[src/common/gpc_pkg.sv]
// gpc_pkg: constants, carrier types and register map of the pad configuration block
// assumes one 50 MHz clock and a plain strobe register port with 12-bit byte addresses
//
// Notes on behaviour
// - alt bit 0 software line, 1 hardware
// - alt resets zero; debug pins default hardware
// - 4/8 mA write-one clears 2 mA
// - 2/8 mA write-one clears 4 mA
// - 2/4 mA write-one clears 8 mA
// - sibling clear lands second cycle after write
// - open-drain bit puts pad open drain
// - open drain: direction picks input or output
// - pull-up bit; writing one clears pull-down
// - pull-down bit; writing one clears pull-up
// - slew limit acts only with 8 mA
// - every line digital input after reset
// - input enable gates digital input path
// - any reset restores all defaults
package gpc_pkg;
   localparam int unsigned LINE_CNT = 8;
   localparam int unsigned ADDR_W = 12;
   localparam int unsigned DATA_W = 32;
   localparam int unsigned SYNC_STAGES = 2;

   // register byte offsets
   localparam logic [11:0] ALT_SEL_OFS = 12'h420;
   localparam logic [11:0] LOW_DRIVE_BITS_OFS = 12'h500;
   localparam logic [11:0] MID_DRIVE_BITS_OFS = 12'h504;
   localparam logic [11:0] HIGH_DRIVE_BITS_OFS = 12'h508;
   localparam logic [11:0] OPEN_DRAIN_OFS = 12'h50c;
   localparam logic [11:0] PULL_UP_OFS = 12'h510;
   localparam logic [11:0] PULL_DOWN_OFS = 12'h514;
   localparam logic [11:0] SLEW_OFS = 12'h518;
   localparam logic [11:0] INPUT_EN_OFS = 12'h51c;

   // reset values
   localparam logic [7:0] ALT_RST_PLAIN = 8'h00;
   localparam logic [7:0] ALT_RST_PORT_B = 8'h80;
   localparam logic [7:0] ALT_RST_PORT_C = 8'h0f;
   localparam logic [7:0] LOW_DRIVE_BITS_RST = 8'hff;
   localparam logic [7:0] MID_DRIVE_BITS_RST = 8'h00;
   localparam logic [7:0] HIGH_DRIVE_BITS_RST = 8'h00;
   localparam logic [7:0] OPEN_DRAIN_RST = 8'h00;
   localparam logic [7:0] PULL_UP_RST = 8'hff;
   localparam logic [7:0] PULL_DOWN_RST = 8'h00;
   localparam logic [7:0] SLEW_RST = 8'h00;
   localparam logic [7:0] INPUT_EN_RST = 8'hff;

   // per-line pad configuration as driven to the pads
   typedef struct packed {
      logic [7:0] altSelectBits;
      logic [7:0] lowDriveBits;
      logic [7:0] midDriveBits;
      logic [7:0] highDriveBits;
      logic [7:0] openDrainBits;
      logic [7:0] pullUpBits;
      logic [7:0] pullDownBits;
      logic [7:0] slewLimitBits;
      logic [7:0] inputEnableBits;
   } gpc_pad_cfg_t;

   // data and enable toward one group of pads
   typedef struct packed {
      logic [7:0] data;
      logic [7:0] oe;
   } gpc_pad_drv_t;
endpackage

[src/logic/gpc_pad_mux.sv]
// gpc_pad_mux: per-line source selection, open-drain shaping and input synchroniser
// assumes software and alternate sources are on core_clk; padIn comes from the pins
`timescale 1ns/1ps
module gpc_pad_mux (
   input wire logic core_clk,
   input wire logic arst_n,
   input wire logic [7:0] altSelectBits,
   input wire logic [7:0] openDrainBits,
   input wire logic [7:0] inputEnableBits,
   input wire gpc_pkg::gpc_pad_drv_t swDrv,
   input wire gpc_pkg::gpc_pad_drv_t altDrv,
   input wire logic [7:0] padIn,
   output gpc_pkg::gpc_pad_drv_t padDrv,
   output logic [7:0] digIn
);
   import gpc_pkg::*;

   logic [7:0] syncA_ff;
   logic [7:0] syncB_ff;
   // per-bit drivers from the generate loop, so nets rather than variables
   wire [7:0] nxt_padData;
   wire [7:0] nxt_padOe;
   gpc_pad_drv_t padDrv_ff;
   logic [7:0] digIn_ff;

   // per line: pick owner, then open drain only ever drives low
   genvar i;
   generate
      for (i = 0; i < 8; i++) begin : g_line
         wire lineData;
         wire lineDir;
         assign lineData = altSelectBits[i] ? altDrv.data[i] : swDrv.data[i];
         assign lineDir = altSelectBits[i] ? altDrv.oe[i] : swDrv.oe[i];
         // open drain: dir 0 is input, dir 1 pulls low when data is 0
         assign nxt_padData[i] = openDrainBits[i] ? 1'b0 : lineData;
         assign nxt_padOe[i] = openDrainBits[i] ? (lineDir & ~lineData) : lineDir;
      end
   endgenerate

   // two-stage synchroniser on the pins; first stage feeds only the second
   always_ff @(posedge core_clk or negedge arst_n) begin
      if (!arst_n) begin
         syncA_ff <= 8'h00;
         syncB_ff <= 8'h00;
      end else begin
         syncA_ff <= padIn;
         syncB_ff <= syncA_ff;
      end
   end

   // registered pad drive and gated digital input
   always_ff @(posedge core_clk or negedge arst_n) begin
      if (!arst_n) begin
         padDrv_ff <= '0;
         digIn_ff <= 8'h00;
      end else begin
         padDrv_ff <= {nxt_padData, nxt_padOe};
         digIn_ff <= syncB_ff & inputEnableBits;
      end
   end

   assign padDrv = padDrv_ff;
   assign digIn = digIn_ff;
endmodule

[src/logic/gpc_pad_config.sv]
// gpc_pad_config: register file and pad control for one 8-line port
// assumes a strobe register port on core_clk; every reset source is merged into arst_n
//
// Implementation choice: the address-and-strobe port.
`timescale 1ns/1ps
module gpc_pad_config #(
   parameter logic [7:0] ALT_RESET = gpc_pkg::ALT_RST_PLAIN,
   parameter int unsigned LINES = gpc_pkg::LINE_CNT
) (
   input wire logic core_clk,
   input wire logic arst_n,
   input wire logic [gpc_pkg::ADDR_W-1:0] regAddr,
   input wire logic [gpc_pkg::DATA_W-1:0] regWrData,
   input wire logic regWrStb,
   input wire logic regRdStb,
   output logic [gpc_pkg::DATA_W-1:0] regRdData,
   input wire gpc_pkg::gpc_pad_drv_t swDrv,
   input wire gpc_pkg::gpc_pad_drv_t altDrv,
   input wire logic [7:0] padIn,
   output gpc_pkg::gpc_pad_drv_t padDrv,
   output logic [7:0] digIn,
   output gpc_pkg::gpc_pad_cfg_t padCfg
);
   import gpc_pkg::*;

   // the map holds exactly one bit per line in the low byte
   generate
      if (LINES != 8) begin : g_bad_lines
         $error("gpc_pad_config supports exactly 8 lines");
      end
   endgenerate

   // stored register bits
   logic [7:0] alt_ff;
   logic [7:0] low_drive_bits_ff;
   logic [7:0] mid_drive_bits_ff;
   logic [7:0] high_drive_bits_ff;
   logic [7:0] od_ff;
   logic [7:0] pu_ff;
   logic [7:0] pd_ff;
   logic [7:0] slew_ff;
   logic [7:0] den_ff;

   // sibling clears waiting one cycle before they land
   logic [7:0] clr2Pend_ff;
   logic [7:0] clr4Pend_ff;
   logic [7:0] clr8Pend_ff;
   logic [7:0] clrPuPend_ff;
   logic [7:0] clrPdPend_ff;

   logic [DATA_W-1:0] rdData_ff;
   gpc_pad_cfg_t padCfg_ff;

   // write decode; only the low byte is stored, the rest is dropped
   wire [7:0] wrBits;
   wire wrAlt;
   wire wrDrv2;
   wire wrDrv4;
   wire wrDrv8;
   wire wrOd;
   wire wrPu;
   wire wrPd;
   wire wrSlew;
   wire wrDen;
   assign wrBits = regWrData[7:0];
   assign wrAlt = regWrStb && (regAddr == ALT_SEL_OFS);
   assign wrDrv2 = regWrStb && (regAddr == LOW_DRIVE_BITS_OFS);
   assign wrDrv4 = regWrStb && (regAddr == MID_DRIVE_BITS_OFS);
   assign wrDrv8 = regWrStb && (regAddr == HIGH_DRIVE_BITS_OFS);
   assign wrOd = regWrStb && (regAddr == OPEN_DRAIN_OFS);
   assign wrPu = regWrStb && (regAddr == PULL_UP_OFS);
   assign wrPd = regWrStb && (regAddr == PULL_DOWN_OFS);
   assign wrSlew = regWrStb && (regAddr == SLEW_OFS);
   assign wrDen = regWrStb && (regAddr == INPUT_EN_OFS);

   // ones written this cycle, per register
   wire [7:0] ones2;
   wire [7:0] ones4;
   wire [7:0] ones8;
   wire [7:0] onesPu;
   wire [7:0] onesPd;
   assign ones2 = wrDrv2 ? wrBits : 8'h00;
   assign ones4 = wrDrv4 ? wrBits : 8'h00;
   assign ones8 = wrDrv8 ? wrBits : 8'h00;
   assign onesPu = wrPu ? wrBits : 8'h00;
   assign onesPd = wrPd ? wrBits : 8'h00;

   // clear masks, registered on the next edge and applied on the edge after
   wire [7:0] nxt_clr2Pend;
   wire [7:0] nxt_clr4Pend;
   wire [7:0] nxt_clr8Pend;
   wire [7:0] nxt_clrPuPend;
   wire [7:0] nxt_clrPdPend;
   assign nxt_clr2Pend = ones4 | ones8;
   assign nxt_clr4Pend = ones2 | ones8;
   assign nxt_clr8Pend = ones2 | ones4;
   assign nxt_clrPuPend = onesPd;
   assign nxt_clrPdPend = onesPu;

   // a write to the register itself wins over a late sibling clear,
   // so a newly set bit is never lost to an older request
   wire [7:0] nxt_low_drive_bits;
   wire [7:0] nxt_mid_drive_bits;
   wire [7:0] nxt_high_drive_bits;
   wire [7:0] nxt_pu;
   wire [7:0] nxt_pd;
   assign nxt_low_drive_bits = wrDrv2 ? wrBits : (low_drive_bits_ff & ~clr2Pend_ff);
   assign nxt_mid_drive_bits = wrDrv4 ? wrBits : (mid_drive_bits_ff & ~clr4Pend_ff);
   assign nxt_high_drive_bits = wrDrv8 ? wrBits : (high_drive_bits_ff & ~clr8Pend_ff);
   assign nxt_pu = wrPu ? wrBits : (pu_ff & ~clrPuPend_ff);
   assign nxt_pd = wrPd ? wrBits : (pd_ff & ~clrPdPend_ff);

   // plain registers with no side effects
   wire [7:0] nxt_alt;
   wire [7:0] nxt_od;
   wire [7:0] nxt_slew;
   wire [7:0] nxt_den;
   assign nxt_alt = wrAlt ? wrBits : alt_ff;
   assign nxt_od = wrOd ? wrBits : od_ff;
   assign nxt_slew = wrSlew ? wrBits : slew_ff;
   assign nxt_den = wrDen ? wrBits : den_ff;

   // read mux; unmapped offsets and bits 31:8 read zero
   wire [7:0] rdBits;
   wire [DATA_W-1:0] nxt_rdData;
   assign rdBits = (regAddr == ALT_SEL_OFS) ? alt_ff :
                   (regAddr == LOW_DRIVE_BITS_OFS) ? low_drive_bits_ff :
                   (regAddr == MID_DRIVE_BITS_OFS) ? mid_drive_bits_ff :
                   (regAddr == HIGH_DRIVE_BITS_OFS) ? high_drive_bits_ff :
                   (regAddr == OPEN_DRAIN_OFS) ? od_ff :
                   (regAddr == PULL_UP_OFS) ? pu_ff :
                   (regAddr == PULL_DOWN_OFS) ? pd_ff :
                   (regAddr == SLEW_OFS) ? slew_ff :
                   (regAddr == INPUT_EN_OFS) ? den_ff : 8'h00;
   assign nxt_rdData = regRdStb ? {24'h000000, rdBits} : '0;

   // slew limiting only reaches the pad on lines at 8 mA
   wire [7:0] slewEff;
   assign slewEff = slew_ff & high_drive_bits_ff;

   // configuration registers; one async reset covers power-on and pin reset
   always_ff @(posedge core_clk or negedge arst_n) begin
      if (!arst_n) begin
         alt_ff <= ALT_RESET;
         low_drive_bits_ff <= LOW_DRIVE_BITS_RST;
         mid_drive_bits_ff <= MID_DRIVE_BITS_RST;
         high_drive_bits_ff <= HIGH_DRIVE_BITS_RST;
         od_ff <= OPEN_DRAIN_RST;
         pu_ff <= PULL_UP_RST;
         pd_ff <= PULL_DOWN_RST;
         slew_ff <= SLEW_RST;
         den_ff <= INPUT_EN_RST;
      end else begin
         alt_ff <= nxt_alt;
         low_drive_bits_ff <= nxt_low_drive_bits;
         mid_drive_bits_ff <= nxt_mid_drive_bits;
         high_drive_bits_ff <= nxt_high_drive_bits;
         od_ff <= nxt_od;
         pu_ff <= nxt_pu;
         pd_ff <= nxt_pd;
         slew_ff <= nxt_slew;
         den_ff <= nxt_den;
      end
   end

   // pending sibling clears, one stage deep
   always_ff @(posedge core_clk or negedge arst_n) begin
      if (!arst_n) begin
         clr2Pend_ff <= 8'h00;
         clr4Pend_ff <= 8'h00;
         clr8Pend_ff <= 8'h00;
         clrPuPend_ff <= 8'h00;
         clrPdPend_ff <= 8'h00;
      end else begin
         clr2Pend_ff <= nxt_clr2Pend;
         clr4Pend_ff <= nxt_clr4Pend;
         clr8Pend_ff <= nxt_clr8Pend;
         clrPuPend_ff <= nxt_clrPuPend;
         clrPdPend_ff <= nxt_clrPdPend;
      end
   end

   // read data stands only in the cycle after the strobe
   always_ff @(posedge core_clk or negedge arst_n) begin
      if (!arst_n) begin
         rdData_ff <= '0;
      end else begin
         rdData_ff <= nxt_rdData;
      end
   end

   // pad configuration follows the registers one cycle later
   always_ff @(posedge core_clk or negedge arst_n) begin
      if (!arst_n) begin
         padCfg_ff <= {ALT_RESET, LOW_DRIVE_BITS_RST, MID_DRIVE_BITS_RST, HIGH_DRIVE_BITS_RST, OPEN_DRAIN_RST,
                       PULL_UP_RST, PULL_DOWN_RST, SLEW_RST, INPUT_EN_RST};
      end else begin
         padCfg_ff <= {alt_ff, low_drive_bits_ff, mid_drive_bits_ff, high_drive_bits_ff, od_ff,
                       pu_ff, pd_ff, slewEff, den_ff};
      end
   end

   // line ownership, open drain and input path
   gpc_pad_mux gpc_pad_mux_inst (
      .core_clk(core_clk),
      .arst_n(arst_n),
      .altSelectBits(alt_ff),
      .openDrainBits(od_ff),
      .inputEnableBits(den_ff),
      .swDrv(swDrv),
      .altDrv(altDrv),
      .padIn(padIn),
      .padDrv(padDrv),
      .digIn(digIn)
   );

   assign regRdData = rdData_ff;
   assign padCfg = padCfg_ff;
endmodule

[config.mk]
export PLATFORM = sky130hd
export DESIGN_NAME = gpc_pad_config
export DESIGN_NICKNAME = d
export VERILOG_FILES = /design/src/common/gpc_pkg.sv /design/src/logic/gpc_pad_mux.sv /design/src/logic/gpc_pad_config.sv
export SDC_FILE = /design/constraint.sdc
export NUM_CORES = 1
export LEC_CHECK = 0
export ABC_AREA = 1
export BUFFER_PORTS_ARGS = -buffer_cell sky130_fd_sc_hd__buf_4
export CAP_MARGIN = 20
export CORE_MARGIN = 8
export CORE_UTILIZATION = 31
export CTS_BUF_LIST = sky130_fd_sc_hd__clkbuf_4 sky130_fd_sc_hd__clkbuf_8 sky130_fd_sc_hd__clkbuf_16
export DETAILED_ROUTE_END_ITERATION = 12
export REMOVE_ABC_BUFFERS = 1
export SYNTH_ARGS = -nofsm -noshare
export SYNTH_HDL_FRONTEND = slang
export SYNTH_SLANG_ARGS = --single-unit
[constraint.sdc]
create_clock -name core_clk -period 1.54 [get_ports core_clk]
set_input_delay 0.154 -clock core_clk [delete_from_list [all_inputs] [get_ports core_clk]]
set_output_delay 0.154 -clock core_clk [all_outputs]
set_load 0.05 [all_outputs]
Word-level counts from Yosys, hierarchy flattened
Index checks and enable logic that the tools add are counted. Widths: inputs -> output; s select.

Bits of input ports: 88. Register bits: 232. Logic and storage cells: 130. Output and inout port bits: 128.

Bitwise gates (word level): 31. Mux-type cells: 52. Equal/unequal tests: 9. Reductions and logical operators: 9.

Operators with widths (count): $mux 8 (20); $eq 12x11->1 const B (9); $and 8x8->8 (7); $not 8->8 (5); $mux 1 (32); $or 8x8->8 (3); $logic_and 1x1->1 (9); $and 1x1->1 (8); $not 1->1 (8).

Logic depth before layout (Yosys ltp)
Depth in word-level cells: 11. Mapped depth: 12. Gate-level depth less buffers: 12.

Hierarchy
A second synthesis with hierarchy kept.

Cell total of the unflattened synthesis: 851. Area, all modules: 8921.1 sq um.

By module, submodules not included: gpc_pad_config (cells each 691, area each 7387.1 sq um, sequential area each 4864.7 sq um, instances 1); gpc_pad_mux (cells each 160, area each 1534.0 sq um, sequential area each 1001.0 sq um, instances 1).

Worst setup path before layout
Ideal clock, no wire load.

Path type: input to register. From: in regAddr[1] in the netlist's numbering. To: reg clr2Pend_ff[4]. Setup time: 0.075 ns. Stages on the path: 10. Data required time: 1.465 ns. Slack: 0.194 ns. Buffers on the path: 1. Arrival time: 1.271 ns. Cell sequence: nor2_1 nand3_2 nor2_4 inv_2 nor2_8 inv_6 nor2_8 inv_4 buf_6 a21oi_2.

Longest elaborated chain between the ends: 4. Elaborated cells between the ends (all ways): 7. Those cells by class: 2 x eq/ne; 2 x mux; 1 x bitwise; 2 x reduce/logical.

Ends and longest elaborated chain: from (decl) (RTL line gpc_pad_config.sv:12) `input wire logic [gpc_pkg::ADDR_W-1:0] regAddr,`; $eq 12x11->1, on equally long branches (RTL line gpc_pad_config.sv:68, gpc_pad_config.sv:69); $logic_and 1x1->1, on equally long branches (RTL line gpc_pad_config.sv:68, gpc_pad_config.sv:69); $mux 8, on equally long branches (RTL line gpc_pad_config.sv:83, gpc_pad_config.sv:84); $or 8x8->8 * (RTL line gpc_pad_config.sv:94) `assign nxt_clr2Pend = ones4 | ones8;`; named net nxt_clr2Pend[4] (RTL line gpc_pad_config.sv:89) `wire [7:0] nxt_clr2Pend;`; to (signal assigned) (RTL line gpc_pad_config.sv:175) `clr2Pend_ff <= nxt_clr2Pend;`; to (decl) (RTL line gpc_pad_config.sv:45) `logic [7:0] clr2Pend_ff;`.

The timed path passes the listed nets; every way through them passes the cells marked *. A chain may end at the register's enable or synchronous reset.

Final worst setup path
From: reg alt_ff[5]. To: reg gpc_pad_mux_inst.padDrv_ff (netlist bit gpc_pad_mux_inst.padDrv[5]).

Longest elaborated chain between the ends: 4. Elaborated cells between the ends (all ways): 5. Those cells by class: 3 x mux; 2 x bitwise.

Ends and longest elaborated chain: from (decl) (RTL line gpc_pad_config.sv:34) `logic [7:0] alt_ff;`; from (signal assigned) (RTL line gpc_pad_config.sv:154) `alt_ff <= nxt_alt;`; $mux 1 (RTL line gpc_pad_mux.sv:32) `assign lineData = altSelectBits[i] ? altDrv.data[i] : swDrv.data[i];`; $not 1->1 (RTL line gpc_pad_mux.sv:36) `assign nxt_padOe[i] = openDrainBits[i] ? (lineDir & ~lineData) : lineDir;`; $and 1x1->1 (RTL line gpc_pad_mux.sv:36); $mux 1 * (RTL line gpc_pad_mux.sv:36); named net gpc_pad_mux_inst.nxt_padOe[5] (RTL line gpc_pad_mux.sv:22) `wire [7:0] nxt_padOe;`; to (signal assigned) (RTL line gpc_pad_mux.sv:57) `padDrv_ff <= {nxt_padData, nxt_padOe};`; to (decl) (RTL line gpc_pad_mux.sv:23) `gpc_pad_drv_t padDrv_ff;`.

Marks and branches as above.

==> impl_metrics.json <==
{
  "netlist_instances": 795,
  "yosys.area.top_type": "dfrtp_1",
  "critPathKind": "register to register",
  "end_kind": "register",
  "grtUsageTotal_pct": 13.39,
  "area_growth_pct": 37.64,
  "synth_top_area_share_pct": 52.37,
  "gp_congestion": 0.8126,
  "hold_class": "input port to register",
  "cp_max_fo": 5,
  "met2_usage_pct": 22.14,
  "setup_violations": 0,
  "worstMarginPinSlew_ns": 0.5513,
  "die_h_um": 184.4,
  "drive_gt1_share_pct": 34.99,
  "num-nets-final": 1138,
  "hpwlAfterDp_um": 15930,
  "die_w_um": 184.4,
  "finClkSkew_ns": 0.01095,
  "die_area_sq_um": 34010,
  "drc": 0,
  "ctsRootBufferMaster": "clkbuf_16",
  "clock.fmax_mhz": 680.2,
  "via_count": 6178,
  "ys_seq_area_share_pct": 66.71,
  "crit_arrival_ns": 1.87,
  "setup_slack_ns": 0.06980,
  "portBuffers": 167,
  "grt_antenna_before_repair": 1,
  "ys_ff_latch": 232,
  "rows": 61,
  "crit_required_ns": 1.94,
  "routed_via_density": 4.270,
  "maxCapViolCount": 0,
  "synth_cell_types": 33,
  "start_util_pct": 31.56,
  "yosys_warnings": 0,
  "cts.sinks": 232,
  "hold_slack_ns": 0.01729,
  "grt_use_met3_pct": 3.839,
  "core_area_sq_um": 27860,
  "vdd_ir_drop_max_v": 0.0006287,
  "ant_nets": 0,
  "clkLatencyLatePin_ns": 0.51,
  "cts_buffers": 26,
  "post_cts_buffers": 0,
  "syn-cell-area_sq_um": 8792,
  "hold_violations": 0,
  "grt-ovfl-total": 0,
  "finalCritPeriodShare_pct": 95.47,
  "most-common-layout-cells": "196 x buf_4, 182 x dfrtp_1, 122 x nand2_1",
  "h-tree-depth": 1,
  "p_leak_nw": 5.978,
  "syn_avg_cell_area_sq_um": 11.06,
  "wirelength_um": 22680,
  "clockBufferDepth": 3,
  "met1_usage_pct": 17.03,
  "final_common_cell": "buf_4",
  "post_dp_cell_area_sq_um": 10780,
  "period_needed_ns": 1.470,
  "synth.area.top_cells": "dfrtp_1 52%, dfstp_2 14%, nand2_1 5.2%, o21ai_0 4.3%, nor2_1 3.3%",
  "clk_pin_slew_ns": 0.06,
  "stdcell_area_sq_um": 12100,
  "first_pass_iters": 5,
  "grt_pass1_vias": 6509,
  "routedWlPerCell_um": 15.67,
  "rsz0062_at_grt": "no",
  "diodes": 0,
  "p_per_area_nw_per_um2": 1095,
  "power_mw": 13.25,
  "max_slew_margin_pct": 63.21,
  "ios": 216,
  "maxSlewViolCount": 0,
  "status": "complete, no violations",
  "grt_max_degree": 54,
  "cts_tree": "yes",
  "pre_cts_ws_ns": -0.07629,
  "first_iter_violations": 284,
  "cp-start-kind": "register",
  "grt_pass1_wl_um": 36040,
  "busiest_layer": "met2"
}
-- kinds of logic (layout without fill, tap and decap cells) --
group / count (synthesis) / in the layout / synth area share (%)
compound gates: 127 / 127 / 8.482
other cells: 1 / 24 / 0.04265
mux: 16 / 16 / 1.935
simple gates: 280 / 280 / 15.27
buf+inv: 139 / 390 / 7.557
flops: 232 / 232 / 66.71
-- Yosys cell counts, drive strengths merged --
library cell and count:
dfstp 48, o2111ai 1, nand2 127, a21oi 36, o31ai 2, nor2 89
mux2i 8, dfrtp 184, nand4 3, o21ai 88, mux2 8, nand3 27
nand3b 32, clkbuf 13, inv 90, buf 36, conb 1, nor3 2
-- through the flow --
step                utilization, %  cells  TNS [ns]
finish                       43.44   1447         0
detailed placement           38.69   1357    -1.973
global placement             38.69   1357   -0.8521
floorplan                        -    769   -0.1056
global route                 43.44   1447         0
CTS                          43.43   1447         0
-- repair_timing --
action                                  CTS  global route
resized for setup                         0             5
endpoints found under the hold margin   231             0
hold buffers                             43             0
endpoints found under the setup margin    0             3
-- area by class of cell --
class | count | area, sq um
Clock buffer | 37 | 775.7
Clock inverter | 10 | 113.9
Fill cell | 2629 | 15760
Inverter | 90 | 345.3
Multi-Input combinational cell | 447 | 2349
Sequential cell | 232 | 5868
Tap cell | 378 | 473.0
Timing Repair Buffer | 253 | 2177
-- worst max-delay path, stage by stage (launching register included) --
cell and delay (ns):
dfrtp_1 0.45, mux2i_1 0.15, dlygate4sd3_1 0.57, o21ai_0 0.14
inv_1 0.05
-- where the power goes --
part | internal, mW | switching (mW)
registers | 6.17 | 0.0238
logic | 0.284 | 0.544
clock network | 3.84 | 2.38
total | 10.3 | 2.95
-- flip-flops by register name, indices dropped and copies added, names as in the netlist --
| name | count |
|---|---|
| padCfg | 72 |
| gpc_pad_mux_inst.padDrv | 16 |
| alt_ff | 8 |
| clr2Pend_ff | 8 |
| clr4Pend_ff | 8 |
| clr8Pend_ff | 8 |
| clrPdPend_ff | 8 |
| clrPuPend_ff | 8 |
| den_ff | 8 |
| gpc_pad_mux_inst.digIn | 8 |
| gpc_pad_mux_inst.syncA_ff | 8 |
| gpc_pad_mux_inst.syncB_ff | 8 |
| high_drive_bits_ff | 8 |
| low_drive_bits_ff | 8 |
| mid_drive_bits_ff | 8 |
| od_ff | 8 |
| pd_ff | 8 |
| pu_ff | 8 |
| regRdData | 8 |
| slew_ff | 8 |
-- metal layers --
| metal | vias to the layer above | wire length [um] | part of all wire (%) |
|---|---|---|---|
| met5 | - | 8 | 0.035 |
| met4 | 2 | 394 | 1.7 |
| met3 | 37 | 1738 | 7.7 |
| met2 | 176 | 10910 | 48 |
| met1 | 2966 | 9625 | 42 |
| li1 | 2997 | - | - |
-- final timing paths --
| check | start | to | slack (ns) | cells after the start |
|---|---|---|---|---|
| worst max-delay path | alt_ff[5]$_DFFE_PN0P_ | gpc_pad_mux_inst.padDrv[5]$_DFF_PN0_ | 0.07 | 4 |
| worst min-delay path | altDrv[10] | gpc_pad_mux_inst.padDrv[2]$_DFF_PN0_ | 0.02 | 4 |
| worst max register to register | alt_ff[5]$_DFFE_PN0P_ | gpc_pad_mux_inst.padDrv[5]$_DFF_PN0_ | 0.07 | 4 |
| worst min register to register | gpc_pad_mux_inst.syncA_ff[7]$_DFF_PN0_ | gpc_pad_mux_inst.syncB_ff[7]$_DFF_PN0_ | 0.35 | 0 |
| max in group asynchronous | arst_n | padCfg[0]$_DFF_PN1_ | 0.76 | 3 |
| min in group asynchronous | arst_n | gpc_pad_mux_inst.digIn[7]$_DFF_PN0_ | 0.10 | 2 |
Power figures use the tool's default switching activity.
